$ cat src/rtl/flash_lock_pkg.sv
// Purpose: Shared constants, types and decode function for the lock and power-down controller.
// Assumes: 24-bit flash addresses, 2 MB array made of 32 blocks of 64 kB.
// Notes: Register offsets are AXI4-Lite byte addresses.
`default_nettype none
package flash_lock_pkg;
   localparam logic [7:0] OP_LOCK = 8'h36;
   localparam logic [7:0] OP_UNLOCK = 8'h39;
   localparam logic [7:0] OP_GLOCK = 8'h7e;
   localparam logic [7:0] OP_GUNLOCK = 8'h98;
   localparam logic [7:0] OP_RDLOCK_A = 8'h3c;
   localparam logic [7:0] OP_RDLOCK_B = 8'h3d;
   localparam logic [7:0] OP_PD = 8'hb9;
   localparam logic [7:0] OP_PD_LEGACY = 8'h79;
   localparam logic [7:0] OP_RESUME = 8'hab;
   localparam logic [7:0] OP_RST_EN = 8'h66;
   localparam logic [7:0] OP_RST = 8'h99;
   localparam logic [7:0] OP_TERM = 8'hf0;
   localparam int NUM_LOCKS = 62;
   localparam logic [5:0] LOCK_MID_BASE = 6'h0f;
   localparam logic [5:0] LOCK_TOP_BASE = 6'h2e;
   localparam logic [4:0] BLK_BOTTOM = 5'h00;
   localparam logic [4:0] BLK_TOP = 5'h1f;
   localparam logic [5:0] CNT_OPCODE = 6'h08;
   localparam logic [5:0] CNT_ADDR = 6'h20;
   localparam logic [5:0] CNT_MAX = 6'h3f;
   localparam int SR3_WPS_BIT = 2;
   localparam int SR3_PIN_BIT = 7;
   localparam int SR4_PDM_BIT = 7;
   localparam logic [7:0] SR3_RESET = 8'h00;
   localparam logic [7:0] SR4_RESET = 8'h00;
   localparam logic [7:0] FIELD_LOCKED = 8'h01;
   localparam logic [7:0] FIELD_OPEN = 8'h00;
   localparam logic [31:0] REG_SR3 = 32'h0000_0000;
   localparam logic [31:0] REG_SR4 = 32'h0000_0004;
   localparam logic [31:0] REG_STATE = 32'h0000_0008;
   localparam logic [31:0] REG_LOCK_LO = 32'h0000_000c;
   localparam logic [31:0] REG_LOCK_HI = 32'h0000_0010;
   localparam logic [1:0] RESP_OKAY = 2'b00;
   localparam logic [1:0] RESP_SLVERR = 2'b10;
   typedef enum logic [2:0] {PWR_ACTIVE = 3'b001, PWR_DEEP = 3'b010,
      PWR_ULTRA = 3'b100} pwr_t;
   typedef enum logic [3:0] {SPI_CMD = 4'b0001, SPI_ADDR = 4'b0010,
      SPI_DATA = 4'b0100, SPI_SKIP = 4'b1000} spi_t;
   typedef struct packed {
      logic sclk; logic cs_n; logic si; logic hw_rst_n; logic jedec;
   } pins_t;
   localparam pins_t PINS_IDLE = 5'b01010;
   typedef struct packed {
      pins_t s1; pins_t s2; pins_t prev;
      spi_t spi; logic [5:0] bit_cnt; logic [7:0] opcode;
      logic [23:0] addr; logic [7:0] out_sh; logic so_data; logic so_oe;
      pwr_t pwr; logic rst_armed; logic [NUM_LOCKS-1:0] locks;
      logic [7:0] sr3; logic [7:0] sr4;
      logic pe_blocked; logic pe_halt; logic dev_reset; logic sram_lost;
      logic awready; logic wready; logic bvalid; logic [1:0] bresp;
      logic arready; logic rvalid; logic [1:0] rresp; logic [31:0] rdata;
   } state_t;
   localparam state_t ST_RESET = '{s1: PINS_IDLE, s2: PINS_IDLE,
      prev: PINS_IDLE, spi: SPI_CMD, pwr: PWR_ACTIVE, sr3: SR3_RESET,
      sr4: SR4_RESET, default: '0};
   // Bottom sub-blocks take 0..15, blocks 1..30 take 16..45, top ones 46..61.
   function automatic logic [5:0] lock_index(input logic [23:0] a);
      if (a[20:16] == BLK_BOTTOM)
         return {2'b00, a[15:12]};
      else if (a[20:16] == BLK_TOP)
         return LOCK_TOP_BASE + {2'b00, a[15:12]};
      else
         return LOCK_MID_BASE + {1'b0, a[20:16]};
   endfunction
endpackage
`default_nettype wire

$ cat src/rtl/flash_lock_ctrl.sv
// Purpose: Lock bits, lock readout, power-down modes and reset handling of a serial flash.
// Assumes: SPI pins and reset requests are asynchronous to mclk; SPI mode 0 or 3.
// Notes: Commands act on the rising edge of chip select; lock readout shifts on falling sclk.
`default_nettype none
module flash_lock_ctrl
   import flash_lock_pkg::*;
(
   input wire logic mclk,
   input wire logic rst_n,
   input wire logic sclk,
   input wire logic cs_n,
   input wire logic si,
   output logic so_data,
   output logic so_oe,
   input wire logic hw_reset_n,
   input wire logic jedec_reset,
   input wire logic pe_busy,
   input wire logic [23:0] pe_addr,
   output logic pe_blocked,
   output logic pe_halt,
   output logic dev_reset,
   output logic sram_lost,
   output logic deep_sleep_mode,
   output logic ultra_sleep_mode,
   input wire logic [31:0] awaddr,
   input wire logic awvalid,
   output logic awready,
   input wire logic [31:0] wdata,
   input wire logic [3:0] wstrb,
   input wire logic wvalid,
   output logic wready,
   output logic [1:0] bresp,
   output logic bvalid,
   input wire logic bready,
   input wire logic [31:0] araddr,
   input wire logic arvalid,
   output logic arready,
   output logic [31:0] rdata,
   output logic [1:0] rresp,
   output logic rvalid,
   input wire logic rready
);
   state_t st;
   state_t next_st;
   pins_t pin_now;
   logic sclk_rise;
   logic sclk_fall;
   logic cs_rise;
   logic cs_act;
   logic reset_evt;
   logic short_done;
   logic addr_done;
   logic [7:0] op8;
   logic [23:0] addr24;

   assign pin_now = '{sclk: sclk, cs_n: cs_n, si: si,
      hw_rst_n: hw_reset_n, jedec: jedec_reset};
   assign sclk_rise = st.s2.sclk & ~st.prev.sclk;
   assign sclk_fall = ~st.s2.sclk & st.prev.sclk;
   assign cs_rise = st.s2.cs_n & ~st.prev.cs_n;
   assign cs_act = ~st.s2.cs_n;
   // The pin only counts once software has enabled its reset function.
   assign reset_evt = (~st.s2.hw_rst_n & st.prev.hw_rst_n & st.sr3[SR3_PIN_BIT])
      | (st.s2.jedec & ~st.prev.jedec);
   assign short_done = cs_rise && st.spi == SPI_CMD && st.bit_cnt == CNT_OPCODE;
   assign addr_done = cs_rise && st.spi == SPI_ADDR && st.bit_cnt == CNT_ADDR;
   assign op8 = {st.opcode[6:0], st.s2.si};
   assign addr24 = {st.addr[22:0], st.s2.si};

   always_comb
   begin
      next_st = st;
      next_st.s1 = pin_now;
      next_st.s2 = st.s1;
      next_st.prev = st.s2;
      next_st.pe_halt = 1'b0;
      next_st.dev_reset = 1'b0;
      next_st.sram_lost = 1'b0;
      next_st.pe_blocked = st.sr3[SR3_WPS_BIT] & st.locks[lock_index(pe_addr)];
      next_st.awready = 1'b0;
      next_st.wready = 1'b0;
      next_st.arready = 1'b0;
      if (st.bvalid && bready)
         next_st.bvalid = 1'b0;
      if (st.rvalid && rready)
         next_st.rvalid = 1'b0;
      if (awvalid && wvalid && !st.awready && !st.bvalid)
      begin
         next_st.awready = 1'b1;
         next_st.wready = 1'b1;
      end
      if (st.awready)
      begin
         next_st.bvalid = 1'b1;
         next_st.bresp = RESP_OKAY;
         if (awaddr == REG_SR3)
         begin
            if (wstrb[0])
               next_st.sr3 = wdata[7:0];
         end
         else if (awaddr == REG_SR4)
         begin
            if (wstrb[0])
               next_st.sr4 = wdata[7:0];
         end
         else if (awaddr != REG_STATE && awaddr != REG_LOCK_LO
            && awaddr != REG_LOCK_HI)
            next_st.bresp = RESP_SLVERR;
      end
      if (arvalid && !st.arready && !st.rvalid)
         next_st.arready = 1'b1;
      if (st.arready)
      begin
         next_st.rvalid = 1'b1;
         next_st.rresp = RESP_OKAY;
         next_st.rdata = 32'h0000_0000;
         if (araddr == REG_SR3)
            next_st.rdata = {24'h00_0000, st.sr3};
         else if (araddr == REG_SR4)
            next_st.rdata = {24'h00_0000, st.sr4};
         else if (araddr == REG_STATE)
            next_st.rdata = {26'h000_0000, pe_busy, st.rst_armed, st.so_oe, st.pwr};
         else if (araddr == REG_LOCK_LO)
            next_st.rdata = st.locks[31:0];
         else if (araddr == REG_LOCK_HI)
            next_st.rdata = {2'b00, st.locks[NUM_LOCKS-1:32]};
         else
            next_st.rresp = RESP_SLVERR;
      end

      if (cs_rise)
      begin
         // Frame end returns to opcode phase and drops the readout output enable.
         next_st.spi = SPI_CMD;
         next_st.bit_cnt = 6'h00;
         next_st.so_oe = 1'b0;
         if (short_done)
         begin
            next_st.rst_armed = 1'b0;
            case (st.pwr)
               PWR_ACTIVE:
               begin
                  case (st.opcode)
                     OP_GLOCK: next_st.locks = '1;
                     OP_GUNLOCK: next_st.locks = '0;
                     OP_PD:
                     begin
                        if (st.sr4[SR4_PDM_BIT])
                           next_st.pwr = PWR_DEEP;
                        else
                        begin
                           next_st.pwr = PWR_ULTRA;
                           next_st.sram_lost = 1'b1;
                        end
                     end
                     OP_PD_LEGACY:
                     begin
                        next_st.pwr = PWR_ULTRA;
                        next_st.sram_lost = 1'b1;
                     end
                     OP_RST_EN: next_st.rst_armed = 1'b1;
                     OP_RST: next_st.dev_reset = st.rst_armed;
                     OP_TERM: next_st.pe_halt = pe_busy;
                     default: ;
                  endcase
               end
               PWR_DEEP:
               begin
                  // Other opcodes, F0h among them, leave deep sleep alone.
                  if (st.opcode == OP_RESUME)
                     next_st.pwr = PWR_ACTIVE;
                  else if (st.opcode == OP_RST_EN)
                     next_st.rst_armed = 1'b1;
                  else if (st.opcode == OP_RST && st.rst_armed)
                  begin
                     next_st.pwr = PWR_ACTIVE;
                     next_st.dev_reset = 1'b1;
                  end
               end
               PWR_ULTRA:
               begin
                  // Only resume leaves; the reset pair and F0h are ignored.
                  if (st.opcode == OP_RESUME)
                  begin
                     next_st.pwr = PWR_ACTIVE;
                     next_st.dev_reset = 1'b1;
                     next_st.sram_lost = 1'b1;
                  end
               end
               default: next_st.pwr = PWR_ACTIVE;
            endcase
         end
         else if (addr_done && st.opcode == OP_LOCK)
            next_st.locks[lock_index(st.addr)] = 1'b1;
         else if (addr_done && st.opcode == OP_UNLOCK)
            next_st.locks[lock_index(st.addr)] = 1'b0;
         else
            next_st.rst_armed = 1'b0;
      end
      else if (cs_act && sclk_rise)
      begin
         if (st.bit_cnt != CNT_MAX)
            next_st.bit_cnt = st.bit_cnt + 6'h01;
         case (st.spi)
            SPI_CMD:
            begin
               if (st.bit_cnt < CNT_OPCODE)
                  next_st.opcode = op8;
               if (st.bit_cnt == CNT_OPCODE - 6'h01
                  && (op8 == OP_LOCK || op8 == OP_UNLOCK
                  || op8 == OP_RDLOCK_A || op8 == OP_RDLOCK_B))
               begin
                  if (st.pwr == PWR_ACTIVE)
                     next_st.spi = SPI_ADDR;
                  else
                     next_st.spi = SPI_SKIP;
               end
            end
            SPI_ADDR:
            begin
               next_st.addr = addr24;
               if (st.bit_cnt == CNT_ADDR - 6'h01
                  && (st.opcode == OP_RDLOCK_A || st.opcode == OP_RDLOCK_B))
               begin
                  next_st.spi = SPI_DATA;
                  next_st.so_oe = 1'b1;
                  next_st.out_sh = st.locks[lock_index(addr24)]
                     ? FIELD_LOCKED : FIELD_OPEN;
               end
            end
            default: ;
         endcase
      end
      else if (cs_act && sclk_fall && st.spi == SPI_DATA)
      begin
         // The field repeats for as long as the host keeps clocking.
         next_st.so_data = st.out_sh[7];
         next_st.out_sh = {st.out_sh[6:0], st.out_sh[7]};
      end

      if (reset_evt)
      begin
         // Pin and JEDEC resets win over any command but a lock change and end either sleep.
         next_st.pwr = PWR_ACTIVE;
         next_st.dev_reset = 1'b1;
         next_st.sram_lost = 1'b1;
         next_st.spi = SPI_CMD;
         next_st.bit_cnt = 6'h00;
         next_st.so_oe = 1'b0;
         next_st.rst_armed = 1'b0;
         next_st.pe_halt = 1'b0;
      end
   end

   always_ff @(posedge mclk or negedge rst_n)
   begin
      if (!rst_n)
         st <= ST_RESET;
      else
         st <= next_st;
   end

   assign so_data = st.so_data;
   assign so_oe = st.so_oe;
   assign pe_blocked = st.pe_blocked;
   assign pe_halt = st.pe_halt;
   assign dev_reset = st.dev_reset;
   assign sram_lost = st.sram_lost;
   assign deep_sleep_mode = st.pwr[1];
   assign ultra_sleep_mode = st.pwr[2];
   assign awready = st.awready;
   assign wready = st.wready;
   assign bresp = st.bresp;
   assign bvalid = st.bvalid;
   assign arready = st.arready;
   assign rdata = st.rdata;
   assign rresp = st.rresp;
   assign rvalid = st.rvalid;
endmodule
`default_nettype wire

$ cat config.mk
export PLATFORM = sky130hd
export DESIGN_NAME = flash_lock_ctrl
export DESIGN_NICKNAME = d
export VERILOG_FILES = /design/src/rtl/flash_lock_pkg.sv /design/src/rtl/flash_lock_ctrl.sv
export SDC_FILE = /design/constraint.sdc
export NUM_CORES = 1
export LEC_CHECK = 0
export ABC_CLOCK_PERIOD_IN_PS = 3410
export BUFFER_PORTS_ARGS = -buffer_cell sky130_fd_sc_hd__buf_2
export CAP_MARGIN = 5
export CORE_AREA = 2 2 147 149
export CTS_BUF_LIST = sky130_fd_sc_hd__clkbuf_2
export DETAILED_ROUTE_END_ITERATION = 10
export DIE_AREA = 0 0 149 151
export PLACE_DENSITY = 0.82
export SLEW_MARGIN = 0
export SYNTH_ARGS = -nofsm -noshare
export SYNTH_HDL_FRONTEND = slang
export SYNTH_SLANG_ARGS = --single-unit
$ cat constraint.sdc
create_clock -name mclk -period 3.41 [get_ports mclk]
set_clock_uncertainty 0.2 [all_clocks]
set_input_delay 0.5115 -clock mclk [delete_from_list [all_inputs] [get_ports mclk]]
set_output_delay 0.5115 -clock mclk [all_outputs]
set_load 0.02 [all_outputs]
==> run summary <==
The number of antenna violations at the first check in global routing is 2. After synthesis the cells add up to between 10000 and 15000 um^2. The upper clock frequency limit came out at approximately 310 MHz. The detailed-routing iteration count for the pre-antenna-repair pass is 8.

The number of synthesized register bits came out at around 190. The number of endpoints with negative hold slack in the final report was 0. After layout, the worst path uses 95.5% of the clock period. The sequential cell area is 4690 um^2.

The number of slew-limit violations in the final report came to 0. The worst-path maximum fanout came out at 16. By startpoint and endpoint, the worst setup path is classified as reg2reg. Counting instances, the worst hold path has a depth of 2.

The first global-routing pass estimated 52100 um of wire. The remaining global-route overflow is 0. IR analysis of the VDD net gives a maximum drop of 0.285 mV. The total number of vias is 10700. During placement, the flow inserted port buffers numbering roughly 140.

The leakage power total came out at 5.72 nW. The average wire per cell in the routed design came out at 19.4 um. The clock-pin slew reported for the worst setup and hold paths after clock tree synthesis is 340 ps. The largest individual stage delay along the critical path comes from the cell or4_1. The post-synthesis sequential area ratio came out at 41.4%. The count of yosys warnings during synthesis came out at 0.

The worst setup path is captured at a flop. The largest total area in the synthesized netlist belongs to dfrtp_1. The worst-case headroom to the max-slew limit is 38.7%. The count of distinct cell types in the synthesized netlist came out at 82. The overall routing resource usage came out at 29.4%.

The synthesized-area fraction occupied by xor and xnor cells came out at 0.696%. The cell count after synthesis came out at between 1000 and 1500. The power per standard cell area came out at 339 nW/um^2. Of all flip-flops after synthesis, the portion carrying an async set or reset was 100%. Using the TritonRoute via totals, the vias-per-cell ratio works out to 6.33. The relative contribution of combinational cells to total power is ~15%.

The placeable core area came out at 20800 um^2. The maximum cell stage delay along the critical path came out at 600 ps. The die is 151 um tall.

The average instance in the mapped netlist occupies approximately 9.0 um^2. The post-detailed-route count of antenna-violating nets is 0. The net count of the finished layout came out at 1545. By area the synthesized netlist is led by dfrtp_1 (40%), nand2_1 (4.9%), a21oi_1 (4.4%).

The buffer and inverter count on the worst path is 1. For hold timing, the worst endpoint is next_st[187]$_DFF_PN1_. The finished layout holds 1684 standard cells, fillers aside. The area used by multi-input combinational logic is ~5800 um^2.

The row count is 53. The data required time at the worst endpoint is 4010 ps. The adder and majority gate portion of the synthesized area came out at 1.55%. The share of synthesized area in the top cell type comes to 39.6%. The clock sink count is 187. The worst setup path is launched from a flop. In this run the horizontal extent of the chip is 149 um. The worst reg2reg path depth is 8. The run finished with clean final reports. By area, the combinational part of the netlist is dominated by compound AO/OA/AOI/OAI gates. The post-route worst setup slack is 155 ps. The area growth from synthesis to layout is 13.7%.

The effective utilization at floorplan came out at 54.4%. For the pin with the worst max-slew slack, the measured transition is 916 ps. Hold timing on the final database bottoms out at a slack of 41.7 ps.

The buffer depth of the longest clock path came out at 2. The number of maximum-capacitance violations is 0. The share of the core filled with cells came out at 61.8%. The simple-gate share of the synthesized area is roughly 15%.

The number of global-route vias before repair was 9818. Entering global routing, the biggest net connects 125 pins. The count of final setup violators came out at 0. The compound-gate portion of the synthesized area is 26.4%. The data arrival at the endpoint of the critical path came out at 3850 ps. The number of clock buffers added by TritonCTS is 17. The total wire length after detailed routing is roughly 33000 um. For this run, design rule violations remaining after detail routing come to 0.

Counting tap cells, the placed design contains a total of ~1600 instances. The placement-stage worst setup slack came out at 86.9 ps. Across all register-to-register paths, the minimum setup slack is 150 ps. The number of inserted filler cells in the final layout is 1762. The startpoint of the worst register-to-register path is addr24[20]$_DFFE_PN0P_. Counting instances in the post-synthesis netlist gives the leading cell types as dfrtp_1 (179), nand2_1 (148), a21oi_1 (99). Counting I/O delays and the setup requirement, the final critical path takes 3260 ps.

The most used flip-flop cell after synthesis is dfrtp_1. The deepest level of the CTS H-tree came out at 4. The tightest min-delay check is of the in2reg type. The sequential cell fraction of total power is 55.8%. The synthesized design contains 0 enable-type register cells.

The worst hold path begins at cs_n. The master cell of the clock root buffer is clkbuf_2. The switching power share of the total is between 30% and 40%. 186 I/O pins were placed. The area enclosed by the die boundary is 22500 um^2. The mux share of post-synthesis cell area came out at 7.13%. The number of DRC markers after the initial detailed-route iteration came out at roughly 1300. The half-perimeter wire length of the detailed placement result came out at about 23000 um. The clock latency on the worst-skew pair came out at 860 ps. Traced cell by cell, the critical path runs through buf_4 -> or4_1 -> a32o_1 -> a22oi_2 -> nand2_1 -> o21ai_0 -> a21oi_1 -> a31oi_1.

Of the cells placed in the final design, the portion with a size suffix greater than 1 is 22.0%. After routing, the total negative slack on setup checks comes to 0 ps. The net switching power came out at 1.43 mW. The most used standard cell by instance count after synthesis is dfrtp_1.

Setup repair after global routing could not meet its margin everywhere. The CTS tree is done. Of the total power, the clock network draws 29.3%.

The largest delay contributor family on the critical path is compound AO/OA/AOI/OAI gates. At the end of routability-driven placement, the weighted congestion stood at around 0.96. Cell internal power was estimated by the tool at 2.93 mW.
metrics by stage:
step,area [um^2],power (mW)
2_1_floorplan,11300,2.88
3_3_place_gp,12200,3.07
3_5_place_dp,12200,3.09
4_1_cts,12800,4.37
5_1_grt,12900,4.53
6_report,12900,4.36
placed cells by master, fill, tap and decap left out, types with 29 or more instances in the layout:
| cell type | instances |
|---|---|
| dlygate4sd3_1 | 29 |
| o21ai_0 | 91 |
| a21oi_1 | 99 |
| mux2_2 | 33 |
| o21a_1 | 66 |
| nand2_1 | 148 |
| a31oi_1 | 71 |
| dfrtp_1 | 179 |
| nor2_1 | 49 |
| mux2i_1 | 30 |
| buf_2 | 140 |
| inv_1 | 50 |
| nand3_1 | 32 |
| buf_4 | 60 |
final cells by class:
cell class,count,area share (%)
diodes,2,0.0389
multi-input cells,904,45.3
well taps,275,2.67
flip-flops and latches,187,36.4
clock inverters,15,1.68
repair buffers,233,11.8
clock buffers,17,0.661
inverters,51,1.49
power groups by stage:
| stage | Sequential [mW] | Clock [mW] | Combinational (mW) |
|---|---|---|---|
| floorplan | 2.44 | 0 | 0.444 |
| global placement | 2.46 | 0 | 0.605 |
| detailed placement | 2.47 | 0 | 0.618 |
| CTS | 2.43 | 1.29 | 0.647 |
| global route | 2.46 | 1.36 | 0.711 |
| finish | 2.44 | 1.28 | 0.646 |
cells by family (layout without fill, tap and decap cells):
kind of cell,count (synthesis),in the layout
AOI/OAI and AO/OA,464,464
DFF,187,187
buffers and inverters,170,316
adders and majority gates,14,14
xor gates and xnor gates,9,9
other,1,4
muxes,70,70
and+or+nand+nor,345,345
layer usage:
| metal | wire, um | GRT usage [%] | part of all wire (%) | vias to the layer above |
|---|---|---|---|---|
| met4 | 1170 | 11.1 | 3.6 | 0 |
| met2 | 14900 | 46.4 | 46 | 551 |
| li1 | - | - | - | 4906 |
| met5 | 0 | 0 | 0 | - |
| met1 | 13500 | 40.3 | 41 | 5093 |
| met3 | 3070 | 5.87 | 9.4 | 106 |
worst max path at each step:
stage	to	depth (start not counted)	slack [ps]	startpoint
final	flop	8	150	addr24[20]$_DFFE_PN0P_
after global routing	flop	8	-20	addr24[20]$_DFFE_PN0P_
after CTS	st[129]$_DFFE_PN0P_	11	140	addr24[17]$_DFFE_PN0P_
after detailed placement	pe_blocked$_DFF_PN0_	12	90	pe_addr[17]
after global placement	pe_blocked$_DFF_PN0_	12	130	pe_addr[17]
after floorplan	pe_blocked$_DFF_PN0_	12	490	pe_addr[16]
worst register-to-register path, cell delays in order, from the launching register on:
cell and delay (ps):
dfrtp_1 550, buf_4 210, or4_1 600, a32o_1 280, a22oi_2 300, nand2_1 420, o21ai_0 400, a21oi_1 120
a31oi_1 160
timing repair:
action                     4_1_cts  5_1_grt
hold endpoints to repair       171        0
setup endpoints to repair        0       11
resized for setup                0        2
hold buffers                    29        0
buffers inserted                 0        5
Power figures use the tool's default switching activity.
